--- config.mk ---
export PLATFORM = sky130hd
export DESIGN_NAME = pssc_core
export DESIGN_NICKNAME = d
export VERILOG_FILES = /design/src/pssc_pkg.sv /design/src/pssc_core.sv /design/src/pssc_serial.sv
export SDC_FILE = /design/constraint.sdc
export NUM_CORES = 1
export LEC_CHECK = 0
export ABC_AREA = 0
export BUFFER_PORTS_ARGS = -buffer_cell sky130_fd_sc_hd__buf_2
export CAP_MARGIN = 20
export CELL_PAD_IN_SITES_DETAIL_PLACEMENT = 1
export CELL_PAD_IN_SITES_GLOBAL_PLACEMENT = 2
export CORE_ASPECT_RATIO = 1.2
export CORE_MARGIN = 2
export CORE_UTILIZATION = 39
export CTS_CLUSTER_DIAMETER = 80
export DETAILED_ROUTE_END_ITERATION = 12
export PLACE_DENSITY = 0.76
export SLEW_MARGIN = 20
export SYNTH_ARGS = -nofsm -noshare
export SYNTH_HDL_FRONTEND = slang
export SYNTH_SLANG_ARGS = --single-unit
--- constraint.sdc ---
create_clock -name mclk_i -period 5.4 [get_ports mclk_i]
set_input_delay 1.08 -clock mclk_i [delete_from_list [all_inputs] [get_ports mclk_i]]
set_output_delay 1.08 -clock mclk_i [all_outputs]
set_load 0.02 [all_outputs]
--- src/pssc_pkg.sv ---
`default_nettype none
package pssc_pkg;
    // Supervisor timing, counted in oscillator periods.
    localparam int OSC_HZ                  = 32768;
    localparam int RESET_TIME_MS           = 250;
    localparam int POWERUP_LOCKOUT_TIME_MS = 250;
    localparam int WDOG_TIME_MS            = 500;
    localparam int DEBOUNCE_TIME_MS        = 10;
    localparam int RESET_TICKS    = (RESET_TIME_MS * OSC_HZ + 999) / 1000;
    localparam int LOCKOUT_TICKS  = (POWERUP_LOCKOUT_TIME_MS * OSC_HZ + 999) / 1000;
    localparam int WDOG_TICKS     = (WDOG_TIME_MS * OSC_HZ) / 1000;
    localparam int DEBOUNCE_TICKS = (DEBOUNCE_TIME_MS * OSC_HZ + 999) / 1000;
    localparam int TICK_W         = 16;

    // Command byte layout.
    localparam int DATA_W       = 8;
    localparam int ADDR_W       = 7;
    localparam int REG_ADDR_LSB = 0;
    localparam int REG_ADDR_MSB = 6;
    localparam int CMD_DIR_BIT  = 7;
    localparam logic [6:0] RSVD_FIRST = 7'h0F;
    localparam logic [6:0] RSVD_LAST  = 7'h7F;
    localparam logic [2:0] LAST_BIT   = 3'h7;

    // Positions of the pins in the input synchroniser.
    localparam int SY_OSC   = 0;
    localparam int SY_PFAIL = 1;
    localparam int SY_SCLK  = 2;
    localparam int SY_CS    = 3;
    localparam int SY_DIO   = 4;
    localparam int SY_RSTN  = 5;
    localparam int SY_KICK  = 6;
    localparam int SY_CEI   = 7;
    localparam int SY_BLE   = 8;
    localparam int SY_BHE   = 9;
    localparam int SYNC_W   = 10;
    localparam logic [9:0] SYNC_RST = 10'h3E0;

    typedef enum logic [2:0] {
        SER_IDLE = 3'h0,
        SER_CMD  = 3'h1,
        SER_LOAD = 3'h2,
        SER_RD   = 3'h3,
        SER_WR   = 3'h4,
        SER_DONE = 3'h5
    } pssc_ser_state_t;

    function automatic logic addr_reserved(input logic [6:0] addr);
        addr_reserved = (addr >= RSVD_FIRST) && (addr <= RSVD_LAST);
    endfunction
endpackage
`default_nettype wire

--- src/pssc_core.sv ---
// Notes on behaviour
// - Each transaction opens with one command byte.
// - Low seven command bits give register address.
// - Command top bit: zero reads, one writes.
// - Interrupt high while flag and enable set.
// - Alarm interrupt keeps working on backup supply.
// - Low byte enable needs ram and low.
// - High byte enable needs ram and high.
// - Power transients force both memory enables inactive.
// - Missing watchdog kick within period forces reset.
// - Reset for supply, watchdog, powerup, pushbutton.
// - Debounced external reset pin gives long reset.
// - Reset held 250 ms after supply returns.
// - Serial, memory enable, kick and pushbutton inputs ignored until powerup lockout time elapses.
// - Low supply refuses serial access, holds reset.
// - Reserved addresses read zero, writes discarded.
// - Write protect bit rejects every write.
`timescale 1ns/1ps
`default_nettype none
module pssc_core #(
    parameter int RST_TICKS      = pssc_pkg::RESET_TICKS,
    parameter int LOCKOUT_TICKS  = pssc_pkg::LOCKOUT_TICKS,
    parameter int WDOG_TICKS     = pssc_pkg::WDOG_TICKS,
    parameter int DEBOUNCE_TICKS = pssc_pkg::DEBOUNCE_TICKS
) (
    // Clock and reset
    input  wire logic       mclk_i,
    input  wire logic       resetn_i,
    // Timing and supply sense
    input  wire logic       osc_i,
    input  wire logic       pfail_i,
    // Serial port
    input  wire logic       sclk_i,
    input  wire logic       cs_i,
    input  wire logic       dio_i,
    output logic            dio_o,
    output logic            dio_oe_o,
    // Processor reset pin, open drain
    input  wire logic       rst_n_i,
    output logic            rst_n_o,
    output logic            rst_n_oe_o,
    // Watchdog
    input  wire logic       watchdog_kick_in_n_i,
    // Memory enables
    input  wire logic       ram_enable_in_n_i,
    input  wire logic       low_byte_enable_in_n_i,
    input  wire logic       high_byte_enable_in_n_i,
    output logic            ram_enable_low_out_n_o,
    output logic            ram_enable_high_out_n_o,
    // Interrupt
    input  wire logic       irq_flag_i,
    input  wire logic       alarm_irq_en_i,
    output logic            int_o,
    // Register side
    input  wire logic       wp_i,
    output logic [6:0]      reg_addr_o,
    output logic [7:0]      reg_wdata_o,
    output logic            reg_we_o,
    output logic            reg_rd_o,
    input  wire logic [7:0] reg_rdata_i,
    // Status
    output logic            lockout_o
);
    localparam int MAXC = (1 << pssc_pkg::TICK_W) - 1;

    if (RST_TICKS < 1 || RST_TICKS > MAXC || LOCKOUT_TICKS < 1 || LOCKOUT_TICKS > MAXC ||
        WDOG_TICKS < 2 || WDOG_TICKS > MAXC || DEBOUNCE_TICKS < 2 || DEBOUNCE_TICKS > MAXC)
    begin : g_bad_param
        $error("pssc_core tick counts out of range");
    end

    localparam logic [15:0] RST_C = 16'(RST_TICKS);
    localparam logic [15:0] LCK_C = 16'(LOCKOUT_TICKS);
    localparam logic [15:0] WDG_C = 16'(WDOG_TICKS - 1);
    localparam logic [15:0] DEB_C = 16'(DEBOUNCE_TICKS - 1);

    logic [9:0]  sync1_r;
    logic [9:0]  sync2_r;
    logic [9:0]  pins;
    logic        osc_d_r;
    logic        kick_d_r;
    logic        tick;
    logic        pfail_s;
    logic [15:0] hold_r;
    logic [15:0] lock_r;
    logic        lockout_r;
    logic [15:0] wd_r;
    logic        wd_timeout_r;
    logic [15:0] pb_r;
    logic        pb_press_r;
    logic        pb_low;
    logic        rst_active;
    logic        rst_oe_r;
    logic        sram_block;
    logic        ce_low_n_r;
    logic        ce_high_n_r;
    logic        int_r;

    assign pins = {high_byte_enable_in_n_i, low_byte_enable_in_n_i, ram_enable_in_n_i,
                   watchdog_kick_in_n_i, rst_n_i, dio_i, cs_i, sclk_i, pfail_i, osc_i};

    // Every pin is asynchronous to the core clock.
    always_ff @(posedge mclk_i or negedge resetn_i) begin
        if (!resetn_i) begin
            sync1_r <= pssc_pkg::SYNC_RST;
            sync2_r <= pssc_pkg::SYNC_RST;
        end else begin
            sync1_r <= pins;
            sync2_r <= sync1_r;
        end
    end

    assign pfail_s = sync2_r[pssc_pkg::SY_PFAIL];

    always_ff @(posedge mclk_i or negedge resetn_i) begin
        if (!resetn_i) begin
            osc_d_r  <= 1'b0;
            kick_d_r <= 1'b1;
        end else begin
            osc_d_r  <= sync2_r[pssc_pkg::SY_OSC];
            kick_d_r <= sync2_r[pssc_pkg::SY_KICK];
        end
    end

    // One pulse per oscillator period paces all supervisor delays.
    assign tick = sync2_r[pssc_pkg::SY_OSC] & ~osc_d_r;

    // Powerup lockout runs once from reset release.
    always_ff @(posedge mclk_i or negedge resetn_i) begin
        if (!resetn_i) begin
            lock_r    <= LCK_C;
            lockout_r <= 1'b1;
        end else begin
            if (tick && lock_r != 16'h0000) begin
                lock_r <= lock_r - 16'h0001;
            end
            if (lock_r == 16'h0000) begin
                lockout_r <= 1'b0;
            end
        end
    end

    // Supply fail, watchdog timeout or pushbutton press reloads the hold count; release waits for the full period after the last of them.
    always_ff @(posedge mclk_i or negedge resetn_i) begin
        if (!resetn_i) begin
            hold_r <= RST_C;
        end else if (pfail_s || wd_timeout_r || pb_press_r) begin
            hold_r <= RST_C;
        end else if (tick && hold_r != 16'h0000) begin
            hold_r <= hold_r - 16'h0001;
        end
    end

    assign rst_active = pfail_s | lockout_r | (hold_r != 16'h0000);

    always_ff @(posedge mclk_i or negedge resetn_i) begin
        if (!resetn_i) begin
            rst_oe_r <= 1'b1;
        end else begin
            rst_oe_r <= rst_active;
        end
    end

    // Watchdog restarts on each kick falling edge and is held clear during reset.
    always_ff @(posedge mclk_i or negedge resetn_i) begin
        if (!resetn_i) begin
            wd_r         <= 16'h0000;
            wd_timeout_r <= 1'b0;
        end else begin
            wd_timeout_r <= 1'b0;
            if (rst_active || (~sync2_r[pssc_pkg::SY_KICK] & kick_d_r)) begin
                wd_r <= 16'h0000;
            end else if (tick) begin
                if (wd_r == WDG_C) begin
                    wd_r         <= 16'h0000;
                    wd_timeout_r <= 1'b1;
                end else begin
                    wd_r <= wd_r + 16'h0001;
                end
            end
        end
    end

    // While the core pulls the pin itself, its low level is not a press.
    assign pb_low = ~sync2_r[pssc_pkg::SY_RSTN] & ~rst_oe_r & ~lockout_r;

    always_ff @(posedge mclk_i or negedge resetn_i) begin
        if (!resetn_i) begin
            pb_r       <= 16'h0000;
            pb_press_r <= 1'b0;
        end else begin
            pb_press_r <= 1'b0;
            if (!pb_low) begin
                pb_r <= 16'h0000;
            end else if (tick) begin
                if (pb_r == DEB_C) begin
                    pb_r       <= 16'h0000;
                    pb_press_r <= 1'b1;
                end else begin
                    pb_r <= pb_r + 16'h0001;
                end
            end
        end
    end

    assign sram_block = pfail_s | lockout_r;

    always_ff @(posedge mclk_i or negedge resetn_i) begin
        if (!resetn_i) begin
            ce_low_n_r  <= 1'b1;
            ce_high_n_r <= 1'b1;
        end else begin
            ce_low_n_r  <= ~(~sync2_r[pssc_pkg::SY_CEI] & ~sync2_r[pssc_pkg::SY_BLE]
                             & ~sram_block);
            ce_high_n_r <= ~(~sync2_r[pssc_pkg::SY_CEI] & ~sync2_r[pssc_pkg::SY_BHE]
                             & ~sram_block);
        end
    end

    // No supply gating here, so an alarm can wake a powered-down host.
    always_ff @(posedge mclk_i or negedge resetn_i) begin
        if (!resetn_i) begin
            int_r <= 1'b0;
        end else begin
            int_r <= irq_flag_i & alarm_irq_en_i;
        end
    end

    pssc_serial u_serial (
        .mclk_i      (mclk_i),
        .resetn_i    (resetn_i),
        .sclk_s_i    (sync2_r[pssc_pkg::SY_SCLK]),
        .cs_s_i      (sync2_r[pssc_pkg::SY_CS]),
        .dio_s_i     (sync2_r[pssc_pkg::SY_DIO]),
        .dio_o       (dio_o),
        .dio_oe_o    (dio_oe_o),
        .enable_i    (~sram_block),
        .wp_i        (wp_i),
        .reg_addr_o  (reg_addr_o),
        .reg_wdata_o (reg_wdata_o),
        .reg_we_o    (reg_we_o),
        .reg_rd_o    (reg_rd_o),
        .reg_rdata_i (reg_rdata_i)
    );

    assign rst_n_o                 = 1'b0;
    assign rst_n_oe_o              = rst_oe_r;
    assign ram_enable_low_out_n_o  = ce_low_n_r;
    assign ram_enable_high_out_n_o = ce_high_n_r;
    assign int_o                   = int_r;
    assign lockout_o               = lockout_r;
endmodule // pssc_core
`default_nettype wire

--- src/pssc_serial.sv ---
`timescale 1ns/1ps
`default_nettype none
module pssc_serial (
    // Clock and reset
    input  wire logic       mclk_i,
    input  wire logic       resetn_i,
    // Synchronised serial pins
    input  wire logic       sclk_s_i,
    input  wire logic       cs_s_i,
    input  wire logic       dio_s_i,
    output logic            dio_o,
    output logic            dio_oe_o,
    // Access gating
    input  wire logic       enable_i,
    input  wire logic       wp_i,
    // Register side
    output logic [6:0]      reg_addr_o,
    output logic [7:0]      reg_wdata_o,
    output logic            reg_we_o,
    output logic            reg_rd_o,
    input  wire logic [7:0] reg_rdata_i
);
    pssc_pkg::pssc_ser_state_t state_r;
    logic       sclk_d_r;
    logic       cs_d_r;
    logic [7:0] shift_r;
    logic [2:0] cnt_r;
    logic [6:0] addr_r;
    logic [7:0] wdata_r;
    logic       we_r;
    logic       rd_r;
    logic       dio_r;
    logic       oe_r;
    logic       sclk_rise;
    logic       sclk_fall;
    logic       cs_rise;
    logic [7:0] shift_nxt;

    assign sclk_rise = sclk_s_i & ~sclk_d_r;
    assign sclk_fall = ~sclk_s_i & sclk_d_r;
    assign cs_rise   = cs_s_i & ~cs_d_r;
    // Bits arrive least significant first.
    assign shift_nxt = {dio_s_i, shift_r[7:1]};

    always_ff @(posedge mclk_i or negedge resetn_i) begin
        if (!resetn_i) begin
            sclk_d_r <= 1'b0;
            cs_d_r   <= 1'b0;
        end else begin
            sclk_d_r <= sclk_s_i;
            cs_d_r   <= cs_s_i;
        end
    end

    always_ff @(posedge mclk_i or negedge resetn_i) begin
        if (!resetn_i) begin
            state_r <= pssc_pkg::SER_IDLE;
            shift_r <= 8'h00;
            cnt_r   <= 3'h0;
            addr_r  <= 7'h00;
            wdata_r <= 8'h00;
            we_r    <= 1'b0;
            rd_r    <= 1'b0;
            dio_r   <= 1'b0;
            oe_r    <= 1'b0;
        end else begin
            we_r <= 1'b0;
            rd_r <= 1'b0;
            // A dropped select or a lost supply aborts at once.
            if (!cs_s_i || !enable_i) begin
                state_r <= pssc_pkg::SER_IDLE;
                oe_r    <= 1'b0;
            end else begin
                case (state_r)
                    pssc_pkg::SER_IDLE: begin
                        if (cs_rise) begin
                            state_r <= pssc_pkg::SER_CMD;
                            cnt_r   <= 3'h0;
                        end
                    end
                    pssc_pkg::SER_CMD: begin
                        if (sclk_rise) begin
                            shift_r <= shift_nxt;
                            cnt_r   <= cnt_r + 3'h1;
                            if (cnt_r == pssc_pkg::LAST_BIT) begin
                                addr_r <= shift_nxt[pssc_pkg::REG_ADDR_MSB:pssc_pkg::REG_ADDR_LSB];
                                if (shift_nxt[pssc_pkg::CMD_DIR_BIT]) begin
                                    state_r <= pssc_pkg::SER_WR;
                                end else begin
                                    state_r <= pssc_pkg::SER_LOAD;
                                    rd_r    <= ~pssc_pkg::addr_reserved(shift_nxt[6:0]);
                                end
                            end
                        end
                    end
                    pssc_pkg::SER_LOAD: begin
                        shift_r <= pssc_pkg::addr_reserved(addr_r) ? 8'h00 : reg_rdata_i;
                        state_r <= pssc_pkg::SER_RD;
                    end
                    pssc_pkg::SER_RD: begin
                        if (sclk_fall) begin
                            dio_r   <= shift_r[0];
                            oe_r    <= 1'b1;
                            shift_r <= {1'b0, shift_r[7:1]};
                            cnt_r   <= cnt_r + 3'h1;
                            if (cnt_r == pssc_pkg::LAST_BIT) begin
                                state_r <= pssc_pkg::SER_DONE;
                            end
                        end
                    end
                    pssc_pkg::SER_WR: begin
                        if (sclk_rise) begin
                            shift_r <= shift_nxt;
                            cnt_r   <= cnt_r + 3'h1;
                            if (cnt_r == pssc_pkg::LAST_BIT) begin
                                wdata_r <= shift_nxt;
                                we_r    <= ~wp_i & ~pssc_pkg::addr_reserved(addr_r);
                                state_r <= pssc_pkg::SER_DONE;
                            end
                        end
                    end
                    pssc_pkg::SER_DONE: begin
                        state_r <= pssc_pkg::SER_DONE;
                    end
                    default: begin
                        state_r <= pssc_pkg::SER_IDLE;
                    end
                endcase
            end
        end
    end

    assign dio_o       = dio_r;
    assign dio_oe_o    = oe_r;
    assign reg_addr_o  = addr_r;
    assign reg_wdata_o = wdata_r;
    assign reg_we_o    = we_r;
    assign reg_rd_o    = rd_r;
endmodule // pssc_serial
`default_nettype wire

Yosys cells after proc, flatten, opt, wreduce, memory -nomap -nowiden
Cells that the tools add are included.
Storage, ports and cells
  bits in writable memories: 0
  register bits: 128
  memories: 0
  output and inout bits: 25
  ROM bits: 0
  logic and storage cells: 155
  input port bits: 23
  latch bits: 0
Cells by class
  reduce and logical (&&, ||, !) cells: 27
  eq/ne operators: 17
  magnitude comparators: 4
  add/sub/neg operators: 5
  shift-type cells: 0
  $mul: 0
  div/mod/pow operators: 0
  bitwise operators: 33
  mux-type cells: 43
Operator list (count)
  2-to-1 mux 16 bit: 8
  2-to-1 mux 3 bit: 11
  adder 16 x 1 -> 16 bit, second input constant: 2
  nonzero test 16 bit: 2
  subtractor 16 x 1 -> 16 bit, second input constant: 2
  2-to-1 mux 8 bit: 3
  case mux 8 bit (3 select lines): 1
  2-to-1 mux 1 bit: 18
  NOT 1 bit: 18
  case mux 3 bit (6 select lines): 1
  equality test 16 x 14 -> 1 bit, second input constant: 1
  equality test 16 x 9 -> 1 bit, second input constant: 1
  logical NOT 16 bit: 1
  != test 3 x 1 -> 1 bit, second input constant: 5
  greater-or-equal comparator 7 x 4 -> 1 bit, second input constant: 2
  <= comparator 7 bit, second input constant: 2
  bitwise AND 1 bit: 13
  AND reduction 4 bit: 3
  AND reduction 5 bit: 2
  equality test 3 bit, second input constant: 3
  case mux 3 bit (3 select lines): 1
  nonzero test 2 bit: 4
  equality test 3 x 2 -> 1 bit, second input constant: 2
  != test 2 x 1 -> 1 bit, second input constant: 3
  12 further kinds: 20

Depth between registers and ports, before layout
  word-level depth: 8
  gate-level depth with buffers: 8
  gate-level depth less buffers: 7

Modules after synthesis
Synthesis repeated with hierarchy kept, for this count alone.
Second synthesis, totals
  cells, all modules: 526
  area total of the unflattened synthesis: 5985.7 um^2
Modules (own cells, without submodules)
  pssc_core: seq. area each 2348.5 um^2, cells each 398, area each 4340.4 um^2, times used 1
  pssc_serial: seq. area each 875.8 um^2, cells each 128, area each 1645.3 um^2, times used 1

Worst setup path before layout
No wires, ideal clock.
  path type: register -> register
  start point: register lock_r[7]
  end point: register lock_r[15]
  data required time: 5321 ps
  period minus slack after synthesis: 2221 ps
  arrival: 2141 ps
  setup slack: 3179 ps
  cell stages (with the launch flop): 6
  path buffers: 0
  setup time: 79 ps
  cell sequence: dfrtp_1 > or4_4 > or4_4 > or3b_4 > nor4_4 > xor2_1
Between the ends
  cells in the longest elaborated chain, start to end: 2
  elaborated cells on any way between the ends: 3
  those cells by class: add/sub: 1; reduce/logical: 2
RTL lines
  from (decl): RTL line pssc_core.sv:85  | logic [15:0] lock_r;
  from (signal assigned): RTL line pssc_core.sv:135  | lock_r <= lock_r - 16'h0001;
  parallel branches: the longest is 2 deep, another holds subtractor 16 x 1 -> 16 bit
Parallel ways; which one is timed is not known.
A chain may end at the register's enable or synchronous reset.

Worst setup path in the final report
  start point: register osc_d_r
  end point: register lock_r[9]
Between the ends
  cells in the longest elaborated chain, start to end: 3
RTL lines
  from (decl): RTL line pssc_core.sv:80  | logic osc_d_r;
  from (signal assigned): RTL line pssc_core.sv:120  | osc_d_r <= sync2_r[pssc_pkg::SY_OSC];
  NOT 1 bit: RTL line pssc_core.sv:126  | assign tick = sync2_r[pssc_pkg::SY_OSC] & ~osc_d_r;
  bitwise AND 1 bit: RTL line pssc_core.sv:126
  logical AND 1 bit: RTL line pssc_core.sv:134  | if (tick && lock_r != 16'h0000) begin
Every way passes these cells.

==> impl_metrics.csv <==
group,metric,value,unit
power_and_ir_drop,power_leakage,3.09,nW
timing,hold_viol_final,0,
clock_network,cts-htree-levels,4,
die,core,0.0144,sq mm
synth,syn_nets,567,
timing,relSlewSlack,30.4,%
clock_network,clk_path_buf_depth,2,
synth,synth_top_area_share,48.6,%
clock_network,post_cts_resized,0,
drt,ant_nets,0,
status,status,"complete, no violations",
run,cap_violations,0,
worst_setup_path,cp-start-kind,"flip-flop",
timing,slew_violations,0,
drt,avgViaCountPerCell,5.43,
die,dieArea,0.0157,sq mm
cells_and_area,antenna_cells,0,
timing,setup_violations,0,
timing,worst_hold_slack,0.353,ns
drt,drc,0,
placed_design,dp_hpwl,8970,um
worst_setup_path,end_kind,"flip-flop",
die,start_util,39.8,%
global_routing,antenna_found_initial,0,
die,placementRows,48,
worst_setup_path,critPathArrivalTime,2.87,ns
power_and_ir_drop,power_density,348,mW/mm^2
synth,synth-edff-count,0,
synth,async_flop_share,100,%
die,die_h,137,um
clock_network,cts-hold-fix-buffers,0,
synth,synth_top_area_cell,"dfrtp_1",
cells_and_area,final_nets,623,
placed_design,place_congestion,0.800,
clock_network,clk_pin_slew,0.06,ns
worst_setup_path,cp.required,5.74,ns
timing,clock_skew,0.00857,ns
clock_network,cts-buffers-inserted,17,
clock_network,insertion_delay,0.42,ns
synth,ys_ff_latch,128,
clock_network,post_cts_buffers,0,
global_routing,gr-usage-all-layers,18.5,%
clock_network,cts_tree,"yes",
global_routing,grt_pass1_vias,4476,
synth,synthFlopType,"dfrtp_1",
timing,tightest_slew,1.04,ns
drt,wl,13200,um
power_and_ir_drop,peakVddDrop,0.201,mV
drt,wl_per_cell,17.0,um
global_routing,grt_pass1_wl,22500,um
clock_network,cts-root-buf,"clkbuf_16",
timing,rsz0062_at_grt,"false",
drt,via_count,4238,
worst_setup_path,crit_type,"reg -> reg",
cells_and_area,areaGrowthSynthToFinish,18.3,%
timing,finalCriticalPeriod,2.53,ns
synth,postSynthCellCount,536,
worst_setup_path,crit_fanout,20,
global_routing,grt_overflow_total,0,
min_path,min_path_type,"reg -> reg",
die,fp.dieW,115,um
synth,yosysSeqAreaShare,56.4,%
synth,synth_area_leaders,"dfrtp_1 49%, dfstp_2 7.8%, nor2_1 4.2%",
clock_network,cts_sinks,128,
global_routing,grt_max_degree,67,
drt,dr.pass1.iters,4,
timing,fin_tns_setup,0,ns
timing,min_period_over_period,46.9,%
cells_and_area,drive_above_1_share,20.0,%
die,pin_count,48,
synth,synth_commonest_cells,"111 x dfrtp_1, 64 x nor2_1, 42 x nand2_1, 26 x o21ai_0, 23 x xor2_1",
synth,synth_warnings,0,
timing,fmax,395,MHz
drt,drt-initial-drc-count,185,
synth,yosysUniqueCellTypes,51,
synth,syn-cell-area,0.00572,sq mm
placed_design,port_buffers,46,
synth,synth_most_common_cell,"dfrtp_1",
cells_and_area,final_util,47.1,%
synth,syn-mean-instance-area,10.7,sq um
routing by layer:
layer | global-route usage [%] | share of wire [%] | vias to the layer above
li1 | - | - | 2022
met1 | 24.0 | 46 | 2136
met2 | 30.0 | 50 | 60
met3 | 4.30 | 2.7 | 20
met4 | 7.25 | 1.6 | 0
met5 | 0 | 0 | -
cells in the final DEF (no fill, tap or decap), types with 5 or more instances in the layout:
master	n
a21oi_1	21
a22oi_1	7
and3_1	8
buf_2	45
buf_4	6
clkbuf_16	17
dfrtp_1	111
dfstp_2	17
ha_1	8
inv_1	14
mux2_2	16
mux2i_1	7
nand2_1	42
nand2b_1	5
nand3_1	14
nand4_1	18
nor2_1	64
nor2b_1	9
nor3_1	19
nor3b_1	5
nor4_1	12
o21ai_0	26
or3_1	10
or4_1	7
xnor2_1	15
xor2_1	23
state kept, by name (all words and copies together), names as in the netlist, 3 cells and up:
| name | flops |
|---|---|
| u_serial.state_r | 3 |
| hold_r | 16 |
| u_serial.shift_r | 8 |
| sync2_r | 10 |
| u_serial.cnt_r | 3 |
| lock_r | 16 |
| u_serial.reg_addr_o | 7 |
| sync1_r | 10 |
| pb_r | 16 |
| u_serial.reg_wdata_o | 8 |
| wd_r | 16 |
final timing paths:
kind	start	to	slack, ns	depth (start not counted)
worst max-delay path	osc_d_r$_DFF_PN0_	lock_r[9]$_DFFE_PN0P_	2.87	5
worst min-delay path	sync1_r[4]$_DFF_PN0_	sync2_r[4]$_DFF_PN0_	0.35	0
worst max register to register	osc_d_r$_DFF_PN0_	lock_r[9]$_DFFE_PN0P_	2.87	5
worst min register to register	sync1_r[4]$_DFF_PN0_	sync2_r[4]$_DFF_PN0_	0.35	0
max in group asynchronous	resetn_i	u_serial.cnt_r[1]$_DFFE_PN0P_	3.77	2
min in group asynchronous	resetn_i	hold_r[4]$_DFFE_PN0P_	0.52	1
power by group:
part           switching, mW  total (mW)  internal [mW]  leakage, nW
sequential            0.0327        1.03          0.997         1.66
combinational         0.0913       0.143         0.0521         1.14
clock                  0.430        1.18          0.749        0.291
logic make-up after synthesis:
logic type	share of synthesized area (%)
buf+inv	1.90
xor+xnor	5.82
compound gates	7.86
other cells	0.0656
flops	56.4
mux	4.38
fa+ha+maj	1.75
simple gates	21.8
worst max-delay path: stages, from the launching register on:
cell	delay (ns)
dfrtp_1	0.37
nand2b_1	0.49
or4_1	0.66
or3_1	0.47
nor4_1	0.27
xor2_1	0.20
layout make-up:
class	count	area, sq um
sequential	128	3220
timing repair buffer	51	270
inverter	14	52.6
clock inverter	13	161
tap	175	219
clock buffer	19	453
multi-input combinational	380	2380
fill	1560	7590
metrics by stage:
step / total power, mW / cells / setup WS (ns) / cell area [sq um]
after floorplan: 1.13 / 536 / 3.18 / 5720
after global placement: 1.18 / 748 / 2.99 / 6150
after detailed placement: 1.19 / 748 / 2.87 / 6150
after CTS: 2.39 / 780 / 2.81 / 6770
after global routing: 2.45 / 780 / 2.63 / 6770
final: 2.35 / 780 / 2.87 / 6770
Note: power is estimated with default switching activity, not from simulation.
